===== config.mk =====
export PLATFORM = sky130hd
export DESIGN_NAME = bpc_crc_unit
export DESIGN_NICKNAME = d
export VERILOG_FILES = /design/src/logic/bpc_pkg.sv /design/src/logic/bpc_step_if.sv /design/src/logic/bpc_byte_step.sv /design/src/logic/bpc_read_mux.sv /design/src/logic/bpc_crc_unit.sv
export VERILOG_INCLUDE_DIRS = /design/src /design/src/logic
export SDC_FILE = /design/constraint.sdc
export NUM_CORES = 1
export LEC_CHECK = 0
export BUFFER_PORTS_ARGS = -buffer_cell sky130_fd_sc_hd__buf_2
export CORE_MARGIN = 5
export CORE_UTILIZATION = 55
export DETAILED_ROUTE_END_ITERATION = 8
export PLACE_DENSITY = 0.79
export SLEW_MARGIN = 20
export SYNTH_ARGS = -nofsm -noshare
export SYNTH_HDL_FRONTEND = slang
export SYNTH_SLANG_ARGS = --single-unit

===== constraint.sdc =====
create_clock -name clk_sys_i -period 5.5 [get_ports clk_sys_i]
set_input_delay 0.825 -clock clk_sys_i [delete_from_list [all_inputs] [get_ports clk_sys_i]]
set_output_delay 0.825 -clock clk_sys_i [all_outputs]
set_load 0.02 [all_outputs]

===== src/logic/bpc_regs.svh =====
// Register map, field positions, reset values and polynomial constants
// for the byte-parallel CRC unit. Included by the design files only.
`ifndef BPC_REGS_SVH
`define BPC_REGS_SVH

`define BPC_ADDR_W          2
`define BPC_DATA_W          16

`define BPC_OFF_CONTROL     2'h0
`define BPC_OFF_BYTE_IN     2'h1
`define BPC_OFF_RESULT      2'h2

`define BPC_CTL_CLEAR_BIT   7
`define BPC_CTL_ORDER_BIT   2
`define BPC_CTL_POLY_HI     1
`define BPC_CTL_POLY_LO     0

`define BPC_CTL_RESET       1'b0
`define BPC_POLY_RESET      2'h0
`define BPC_BYTE_RESET      8'h00
`define BPC_RESULT_RESET    16'h0000
`define BPC_RDATA_RESET     16'h0000
`define BPC_UNMAPPED_READ   16'h0000

`define BPC_MASK8           16'h00ff
`define BPC_MASK16          16'hffff
`define BPC_TOP8            4'h7
`define BPC_TOP16           4'hf

`define BPC_POLY8_NORM      16'h0007
`define BPC_POLY8_REFL      16'h00e0
`define BPC_POLY16A_NORM    16'h8005
`define BPC_POLY16A_REFL    16'ha001
`define BPC_POLY16B_NORM    16'h1021
`define BPC_POLY16B_REFL    16'h8408

`endif


===== src/logic/bpc_pkg.sv =====
// Types shared by the CRC unit modules.
// Assumes nothing of its surroundings.
`default_nettype none

package bpc_pkg;

  typedef enum logic [1:0]
  {
    BPC_POLY_RSVD  = 2'b00,
    BPC_POLY_CRC8  = 2'b01,
    BPC_POLY_CRC16 = 2'b10,
    BPC_POLY_CCITT = 2'b11
  } bpc_poly_t;

  typedef enum logic
  {
    BPC_ORDER_LSB = 1'b0,
    BPC_ORDER_MSB = 1'b1
  } bpc_order_t;

endpackage

`default_nettype wire


===== src/logic/bpc_step_if.sv =====
// Link between the register bank and the byte folding network.
// Purely combinational; the owner of the result register drives crc_in.
`default_nettype none

interface bpc_step_if;
  import bpc_pkg::*;

  logic [15:0] crc_in;
  logic [7:0]  data;
  bpc_order_t  order;
  bpc_poly_t   poly;
  logic [15:0] crc_out;

  modport calc
  (
    input  crc_in,
    input  data,
    input  order,
    input  poly,
    output crc_out
  );

  modport ctrl
  (
    output crc_in,
    output data,
    output order,
    output poly,
    input  crc_out
  );
endinterface

`default_nettype wire


===== src/logic/bpc_byte_step.sv =====
// Folds one byte into a running CRC in a single combinational pass.
// Result is only meaningful for polynomial codes other than 00.
`default_nettype none
`include "bpc_regs.svh"

module bpc_byte_step
(
  bpc_step_if.calc step
);
  import bpc_pkg::*;

  logic [15:0] poly_norm;
  logic [15:0] poly_refl;
  logic [15:0] width_mask;
  logic [3:0]  top_bit;
  logic [15:0] chain [0:8];

  always_comb
  begin
    poly_norm  = `BPC_POLY16B_NORM;
    poly_refl  = `BPC_POLY16B_REFL;
    width_mask = `BPC_MASK16;
    top_bit    = `BPC_TOP16;
    case (step.poly)
      BPC_POLY_CRC8:
      begin
        poly_norm  = `BPC_POLY8_NORM;
        poly_refl  = `BPC_POLY8_REFL;
        width_mask = `BPC_MASK8;
        top_bit    = `BPC_TOP8;
      end
      BPC_POLY_CRC16:
      begin
        poly_norm = `BPC_POLY16A_NORM;
        poly_refl = `BPC_POLY16A_REFL;
      end
      default:
      begin
        poly_norm = `BPC_POLY16B_NORM;
        poly_refl = `BPC_POLY16B_REFL;
      end
    endcase
  end

  assign chain[0] = step.crc_in & width_mask;

  genvar i;
  generate
    for (i = 0; i < 8; i++)
    begin : g_bit
      logic        din;
      logic        fb;
      logic [15:0] nxt;
      always_comb
      begin
        if (step.order == BPC_ORDER_LSB)
        begin
          din = step.data[i];
          fb  = chain[i][0] ^ din;
          nxt = (chain[i] >> 1) ^ (fb ? poly_refl : `BPC_RESULT_RESET);
        end
        else
        begin
          din = step.data[7 - i];
          fb  = chain[i][top_bit] ^ din;
          nxt = ((chain[i] << 1) ^ (fb ? poly_norm : `BPC_RESULT_RESET)) & width_mask;
        end
      end
      assign chain[i + 1] = nxt;
    end
  endgenerate

  assign step.crc_out = chain[8];
endmodule

`default_nettype wire


===== src/logic/bpc_read_mux.sv =====
// Registered read port: selects one register by address and holds it
// for exactly the cycle after the read strobe, zero otherwise.
`default_nettype none
`include "bpc_regs.svh"

module bpc_read_mux
(
  input  wire logic                   clk_sys_i,
  input  wire logic                   arst_n_i,
  input  wire logic [`BPC_ADDR_W-1:0] addr_i,
  input  wire logic                   rd_stb_i,
  input  wire logic [7:0]             control_i,
  input  wire logic [7:0]             byte_in_i,
  input  wire logic [15:0]            result_i,
  output logic      [15:0]            rdata_o
);
  logic [15:0] rdata;
  logic [15:0] next_rdata;

  always_comb
  begin
    next_rdata = `BPC_RDATA_RESET;
    if (rd_stb_i)
    begin
      case (addr_i)
        `BPC_OFF_CONTROL: next_rdata = {8'h00, control_i};
        `BPC_OFF_BYTE_IN: next_rdata = {8'h00, byte_in_i};
        `BPC_OFF_RESULT:  next_rdata = result_i;
        default:          next_rdata = `BPC_UNMAPPED_READ;
      endcase
    end
  end

  always_ff @(posedge clk_sys_i or negedge arst_n_i)
  begin
    if (!arst_n_i)
      rdata <= `BPC_RDATA_RESET;
    else
      rdata <= next_rdata;
  end

  assign rdata_o = rdata;
endmodule

`default_nettype wire


===== src/logic/bpc_crc_unit.sv =====
// Byte-parallel CRC unit: control, byte input and result registers on a
// plain strobe port. Assumes strobes are single-cycle and never overlap.
//
// Decided for this implementation: the placing of the registers and strobed register access.
`default_nettype none
`include "bpc_regs.svh"

module bpc_crc_unit
(
  input  wire logic                   clk_sys_i,
  input  wire logic                   arst_n_i,
  input  wire logic [`BPC_ADDR_W-1:0] addr_i,
  input  wire logic [`BPC_DATA_W-1:0] wdata_i,
  input  wire logic                   wr_stb_i,
  input  wire logic                   rd_stb_i,
  output logic      [`BPC_DATA_W-1:0] rdata_o,
  output bpc_pkg::bpc_poly_t          poly_sel_o,
  output bpc_pkg::bpc_order_t         order_sel_o
);
  import bpc_pkg::*;

  bpc_order_t  order;
  bpc_poly_t   poly;
  logic [7:0]  byte_in;
  logic [15:0] result;

  bpc_order_t  next_order;
  bpc_poly_t   next_poly;
  logic [7:0]  next_byte_in;
  logic [15:0] next_result;

  logic        wr_control;
  logic        wr_byte;
  logic        wr_result;
  logic [7:0]  control_view;

  bpc_step_if step ();

  assign wr_control = wr_stb_i && (addr_i == `BPC_OFF_CONTROL);
  assign wr_byte    = wr_stb_i && (addr_i == `BPC_OFF_BYTE_IN);
  assign wr_result  = wr_stb_i && (addr_i == `BPC_OFF_RESULT);

  // Fold the byte being written, not the stored one
  assign step.crc_in = result;
  assign step.data   = wdata_i[7:0];
  assign step.order  = order;
  assign step.poly   = poly;

  bpc_byte_step u_step
  (
    .step (step.calc)
  );

  always_comb
  begin
    next_order   = order;
    next_poly    = poly;
    next_byte_in = byte_in;
    next_result  = result;
    if (wr_control)
    begin
      next_order = bpc_order_t'(wdata_i[`BPC_CTL_ORDER_BIT]);
      next_poly  = bpc_poly_t'(wdata_i[`BPC_CTL_POLY_HI:`BPC_CTL_POLY_LO]);
      if (wdata_i[`BPC_CTL_CLEAR_BIT])
        next_result = `BPC_RESULT_RESET;
    end
    if (wr_byte)
    begin
      next_byte_in = wdata_i[7:0];
      // running fold; reserved code leaves result untouched
      if (poly != BPC_POLY_RSVD)
        next_result = step.crc_out;
    end
    if (wr_result)
      next_result = wdata_i;
  end

  always_ff @(posedge clk_sys_i or negedge arst_n_i)
  begin
    if (!arst_n_i)
    begin
      order   <= bpc_order_t'(`BPC_CTL_RESET);
      poly    <= bpc_poly_t'(`BPC_POLY_RESET);
      byte_in <= `BPC_BYTE_RESET;
      result  <= `BPC_RESULT_RESET;
    end
    else
    begin
      order   <= next_order;
      poly    <= next_poly;
      byte_in <= next_byte_in;
      result  <= next_result;
    end
  end

  // reserved and clear bits read zero
  assign control_view = {5'h00, order, poly};

  bpc_read_mux u_rd
  (
    .clk_sys_i (clk_sys_i),
    .arst_n_i  (arst_n_i),
    .addr_i    (addr_i),
    .rd_stb_i  (rd_stb_i),
    .control_i (control_view),
    .byte_in_i (byte_in),
    .result_i  (result),
    .rdata_o   (rdata_o)
  );

  assign poly_sel_o  = poly;
  assign order_sel_o = order;
endmodule

`default_nettype wire


### Yosys cells after proc, flatten, opt, wreduce, memory -nomap -nowiden

Index checks and enable logic that the tools add are counted.

* output and inout bits: 19
* flip-flop bits (word level): 43
* bits of input ports: 22
* bits in read-only memories: 0
* bits in writable memories: 0
* bits in latches: 0
* memories kept: 0
* logic and storage cells: 107

* divide/modulo/power cells: 0
* mux-type cells: 51
* bitwise logic cells: 41
* $mul: 0
* equal/unequal tests: 4
* $add $sub $neg: 0
* reductions and logical operators: 5
* magnitude comparators: 1
* shifts and indexed selects: 0

Operators with widths (number)
* two-way mux 16 bit: 31
* bitwise AND 16 bit: 9
* XOR 15 x 16 -> 16 bit: 8
* XOR 16 bit: 8
* one-hot mux 16 bit (2 select lines): 2
* one-hot mux 16 bit (3 select lines): 1
* binary-select mux 1 bit (select 4 bit): 8
* XOR 1 bit: 16
* two-way mux 1 bit: 8
* less-than comparator 4 x 5 -> 1 bit (second input constant): 1
* equality test 2 x 1 -> 1 bit (second input constant): 2
* equality test 2 bit (second input constant): 2
* two-way mux 4 bit: 1
* logical AND 1 bit: 3
* zero test 2 bit: 1
* nonzero test 2 bit: 1

### Depth between registers and ports, before layout

* depth after elaboration: 62
* depth in mapped cells: 23
* gate-level depth less buffers: 20

### Modules after synthesis

From an unflattened synthesis, not the netlist that was laid out.

* cells, all modules: 740
* area, all modules: 5866.9 µm²

By module, submodules not included
* bpc_byte_step: area each 3831.2 µm², cells an instance 557, seq. area each 0.0 µm², instances 1
* bpc_crc_unit: area each 1300.0 µm², cells an instance 122, seq. area each 675.6 µm², instances 1
* bpc_read_mux: area each 735.7 µm², cells an instance 61, seq. area each 400.4 µm², instances 1

### Worst setup path after synthesis

Ideal clock, no wire load.

* path type: reg2reg
* start: register poly[1] (netlist: poly_sel_o[1])
* end: register result[7]
* buffers on the path: 2
* clock period less this slack: 5548 ps
* required time: 5376 ps
* setup time: 124 ps
* data arrival time: 5425 ps
* stages on the path, launching flop included: 22
* slack: -48 ps
* path through: dfrtp_1 inv_1 ha_1 buf_4 mux2i_4 mux2_2 mux2_2 a22oi_2 a211oi_1 nand3b_1 or3_1 buf_2 mux2i_4 mux2_2 and3_1 a311o_1 or3b_1 a31oi_1 xnor2_1 or3_1 a21oi_1 o21ai_1

* longest elaborated chain between the ends: 62
* elaborated cells on any way between the ends: 90
* those cells by class: eq/ne: 2; mux: 47; bitwise: 40; reduce/logical: 1

RTL lines
* start: declaration: line bpc_crc_unit.sv:23 `bpc_poly_t poly;`
* start signal: assignment: line bpc_crc_unit.sv:83 `` poly <= bpc_poly_t'(`BPC_POLY_RESET); ``
* start signal: assignment: line bpc_crc_unit.sv:90 `poly <= next_poly;`
* equality test 2 x 1 -> 1 bit: line bpc_byte_step.sv:24 `case (step.poly)`
* two-way mux 16 bit: line bpc_byte_step.sv:24
* bitwise AND 16 bit: line bpc_byte_step.sv:45 `assign chain[0] = step.crc_in & width_mask;`
* binary-select mux 1 bit (select 4 bit): line bpc_byte_step.sv:65 `fb = chain[i][top_bit] ^ din;`
* two-way mux 1 bit (implied by the code): line bpc_byte_step.sv:65
* XOR 1 bit: line bpc_byte_step.sv:65
* two-way mux 16 bit (no source line)
* XOR 16 bit: line bpc_byte_step.sv:66 `` nxt = ((chain[i] << 1) ^ (fb ? poly_norm : `BPC_RESULT_RESET)) & width_mask; ``
* (+47 left out)
* two-way mux 16 bit (no source line)
* XOR 16 bit: line bpc_byte_step.sv:66
* bitwise AND 16 bit: line bpc_byte_step.sv:66
* two-way mux 16 bit: line bpc_byte_step.sv:56 `if (step.order == BPC_ORDER_LSB)`
* two-way mux 16 bit (*): line bpc_crc_unit.sv:71 `if (poly != BPC_POLY_RSVD)`
* two-way mux 16 bit (*): line bpc_crc_unit.sv:67 `if (wr_byte)`
* two-way mux 16 bit (*): line bpc_crc_unit.sv:74 `if (wr_result)`
* via next_result[7]: line bpc_crc_unit.sv:30 `logic [15:0] next_result;`
* end signal: assignment: line bpc_crc_unit.sv:85 `` result <= `BPC_RESULT_RESET; ``
* end signal: assignment: line bpc_crc_unit.sv:92 `result <= next_result;`
* end: declaration: line bpc_crc_unit.sv:25 `logic [15:0] result;`

The timed path passes the listed nets; every way through them passes the cells marked *. The select of a mux whose other input is x is not followed.
A chain may end at the register's enable or synchronous reset.

### Final worst setup path

* start: register poly[0] (netlist: poly_sel_o[0])
* end: register result[2]

The elaborated chain is that of the path after synthesis.

==> results.md <==
* # clock sinks at 43
* Wire length on met3 at between 3000 and 4000 um
* Global route overflow at 0
* Worst VDD drop at 486.7 uV
* Async set-reset flop share out of synthesis at 100.0%
* Primary FF master, synth: dfrtp_1
* Initial antenna violation count at 0
* Fraction of layout instances using a drive strength above 1 at between 30% and 40%
* F_max at 183.4 MHz
* M1 wire length at 9815 um
* #FFs+latches synth at 43
* Syn. warnings at 0
* Total CTS buffers at 5
* First-pass GRT wire length at just over 40000 um
* Drt drc at 0
* Syn avg cell area at between 7 and 8 um2
* Static Leak at 3.532 nW
* Wire length per cell at ~24 um
* Initial Utilization at between 50% and 60%
* Clock Tree Root: clkbuf_16
* Final Skew at ~0.0054 ns
* Worst-Margin Slew at roughly 1.1 ns
* Seq/Total Area, Yosys at roughly 17%
* Xor and xnor area share after synthesis at between 10% and 20%
* Largest family of logic cells by synthesized area: simple AND/OR/NAND/NOR gates
* Largest net degree at the start of global routing at 60
* Placement Setup Slack at -0.3169 ns
* Multi-input logic area at around 5500 um2
* Synth Net Count at between 800 and 900
* Worst path top cell family by delay: compound AO/OA/AOI/OAI gates
* Compound-Gate Fraction of Synth Area at around a quarter
* Max stage delay on crit path at 0.43 ns
* Die Span Y at about 120 um
* Final wirelength at about 27000 um
* Drt pass-1 iters at 6
* Slew margin rel. at 27.00%
* CTS tree: done
* RePlAce Congestion at between 1 and 1.5
* Vias post-DR at approximately 7600
* Port buffer count at 40
* Post-DP HPWL at 19470 um
* Utilization after layout at between 70% and 80%
* RSZ-0062 raised after global routing: true
* H-tree Lvls at 2
* WP data arrival at approximately 5.6 ns
* Hold Violations, Final at 0
* Reg2reg start: poly_sel_o[0]
* Share of the synthesized area in the top cell type at roughly 17%
* Synth unique cells at between 90 and 100
* Worst hold stages at 2
* Max Cap Violations at 0
* Clock buffer depth at 2
* Final min period at approximately 5.5 ns
* Fraction of synthesized area in multiplexers at a little under 8%
* Core area at 10940 um2
* Crit path buffers/inverters at 5
* Setup CP Type: register to register
* R2R cell count at 23
* Yosys top cell by area: dfrtp_1
* Max-slew violation count at 0
* Top routing layer in use: met4
* Post-layout power at approximately 5.2 mW
* CP dominant cell by count: buf_4
* Flop2flop setup slack at a little under 0.05 ns
* Mapped Cells at ~830
* Met2 WL at between 10000 and 15000 um
* Setup violators final at 0
* Starting DRT DRC Count at between 1000 and 1500
* Simple-Gate Fraction of Synth Area at 29.41%
* N_diodes at 0
* Min-delay src: byte_in[7]
* Status: complete, no violations
* Slowest CP cell: or3_4
* Die area at around 13000 um2
* Reg2Reg Capture Point: result[2]
* # rows at 38
* Die W at around 120 um
* Syn-to-layout area delta at 35.35%
* Fin crit share at approximately 100%
* Nets at between 1000 and 1500
* Via density at between 6 and 7
* Worst min-delay path class: register to register
* Vias in the first global route at about 7300
* Crit end category: register
* Pwr per Cell Area at 627.5 nW/um2
* Post-synth EDFFs at 0
* Adder-Cell Fraction of Synth Area at 0.8109%
* Dominant cells by area after synthesis: dfrtp_1 (17%), xnor2_1 (9.1%), nand2_1 (6.0%)
* Hold Path Sink: byte_in[7]
* Fill cells at between 800 and 900
* Startpoint type of the worst setup path: register
* Reg clk slew, reported paths at approximately 0.060 ns
* Routed Antenna Nets at 0
* Number of I/O pins at slightly above 40
* Reg area at ~1100 um2
* Fin worst setup slack at between 0.04 and 0.05 ns
* Worst endpoint required time at 5.68 ns
* Clock Latency Late Sink at approximately 0.29 ns
* Mapped Area at ~6000 um2
* CP max FO at 6
* All-Layer GR Usage at approximately 39%
* Crit-path cells: ha_4, buf_6, or3b_4, mux2i_4, or3_4, nand4_1, a31oi_4, nor4b_2, buf_4, or3_4, buf_6, buf_4, and3_1, o21ai_1, and2_1, o21ai_2, a21o_1, a211o_1, o41ai_4, buf_4, xnor2_1, a41oi_1, o211a_1
## Yosys cell counts, drive strengths merged (13+ instances only)
master,count
nand2b,13
dfrtp,43
nand4,14
nor3,27
a31oi,14
nand2,99
a21oi,30
nand3,25
xor2,17
xnor2,68
clkbuf,53
nor2,82
buf,14
o21ai,50
nor2b,14
and3,21
mux2i,34
## registers in the layout, summed over array words and instances, names as in the netlist
signal	flops
order_sel_o	1
u_rd.rdata_o	16
byte_in	8
result	16
poly_sel_o	2
## how the worst max path moves through the flow
stage                              from   endpoint  slack, ns  cells past startpoint
after CTS                 poly_sel_o[1]  result[2]      -0.02                     21
after global routing      poly_sel_o[1]  result[2]      -0.16                     26
after global placement       wdata_i[0]  result[3]      -0.13                     22
after floorplan           poly_sel_o[1]  result[1]      0.005                     20
after detailed placement     wdata_i[0]  result[1]      -0.32                     21
final                     poly_sel_o[0]  result[2]       0.05                     23
## worst reg2reg max path: cells and delay by family (launching register included)
kind / cells / cell delay [ns]
buffers and inverters: 5 / 0.78
AOI/OAI and AO/OA: 8 / 1.86
muxes: 1 / 0.16
xor gates and xnor gates: 1 / 0.11
adders and majority gates: 1 / 0.20
and+or+nand+nor: 7 / 1.83
DFF: 1 / 0.41
## placed cells by master, fill, tap and decap left out, types with 6 or more instances in the layout
cell and count:
buf_4 158, nand2_1 98, nor2_1 79, xnor2_1 60, dfrtp_1 41, buf_2 39, o21ai_0 33, mux2i_1 28
a21oi_1 25, nand3_1 24, and3_1 20, nor3_1 20, nor2b_1 14, nand4_1 14, xor2_1 13, nand2b_1 11
or3_1 9, inv_1 8, o21ai_1 8, and2_1 7, mux2_2 7, a211oi_1 7, nor4_1 7, a21o_1 7
a22oi_1 6, a31oi_1 6, xnor2_2 6, o211ai_1 6, o21a_1 6, o21ai_2 6
## report_power, final
part           leakage [nW]  internal [mW]  switching (mW)
clock                0.0669          0.168           0.125
sequential            0.549          0.382           0.116
combinational          2.92           2.01            2.44
total                  3.53           2.56            2.68
## metal layers
layer  up-vias  global-route usage (%)
met5         -                       0
met4         0                   21.11
met3       161                   7.781
met2       553                   61.30
met1      3580                   51.37
li1       3328                       -
## stage by stage
step           cells  hold slack [ns]  cell area (um2)  TNS [ns]
6_report        1116           0.5070             8354         0
5_1_grt         1116           0.5367             8354   -0.9176
4_1_cts         1103           0.5031             7684  -0.02203
3_5_place_dp    1089           0.4857             7378    -2.069
3_3_place_gp    1089           0.4654             7378   -0.5749
2_1_floorplan    833           0.4496             6188         0
## area by class of cell
| type | count | share of cell area [%] |
|---|---|---|
| clock buffers | 6 | 1.543 |
| repair buffers | 202 | 17.31 |
| inverters | 14 | 0.6290 |
| clock inverters | 2 | 0.1498 |
| multi-input cells | 709 | 65.36 |
| flip-flops and latches | 43 | 12.91 |
| well taps | 140 | 2.097 |
## kinds of logic (layout without fill, tap and decap cells)
kind of cell             after synthesis  after routing
flip-flops                            43             43
buffers and inverters                 81            224
multiplexers                          45             45
AND/OR/NAND/NOR                      360            360
adder cells (fa/ha/maj)                4              4
XOR/XNOR                              89             89
AO/OA/AOI/OAI                        211            211
## repair_timing
action / 4_1_cts / 5_1_grt
hold buffers: 0 / 0
hold endpoints to repair: 0 / 0
gates resized for setup: 22 / 113
endpoints found under the setup margin: 11 / 13
pin swaps: 5 / 47
buffers inserted: 6 / 14
Power figures use the tool's default switching activity.
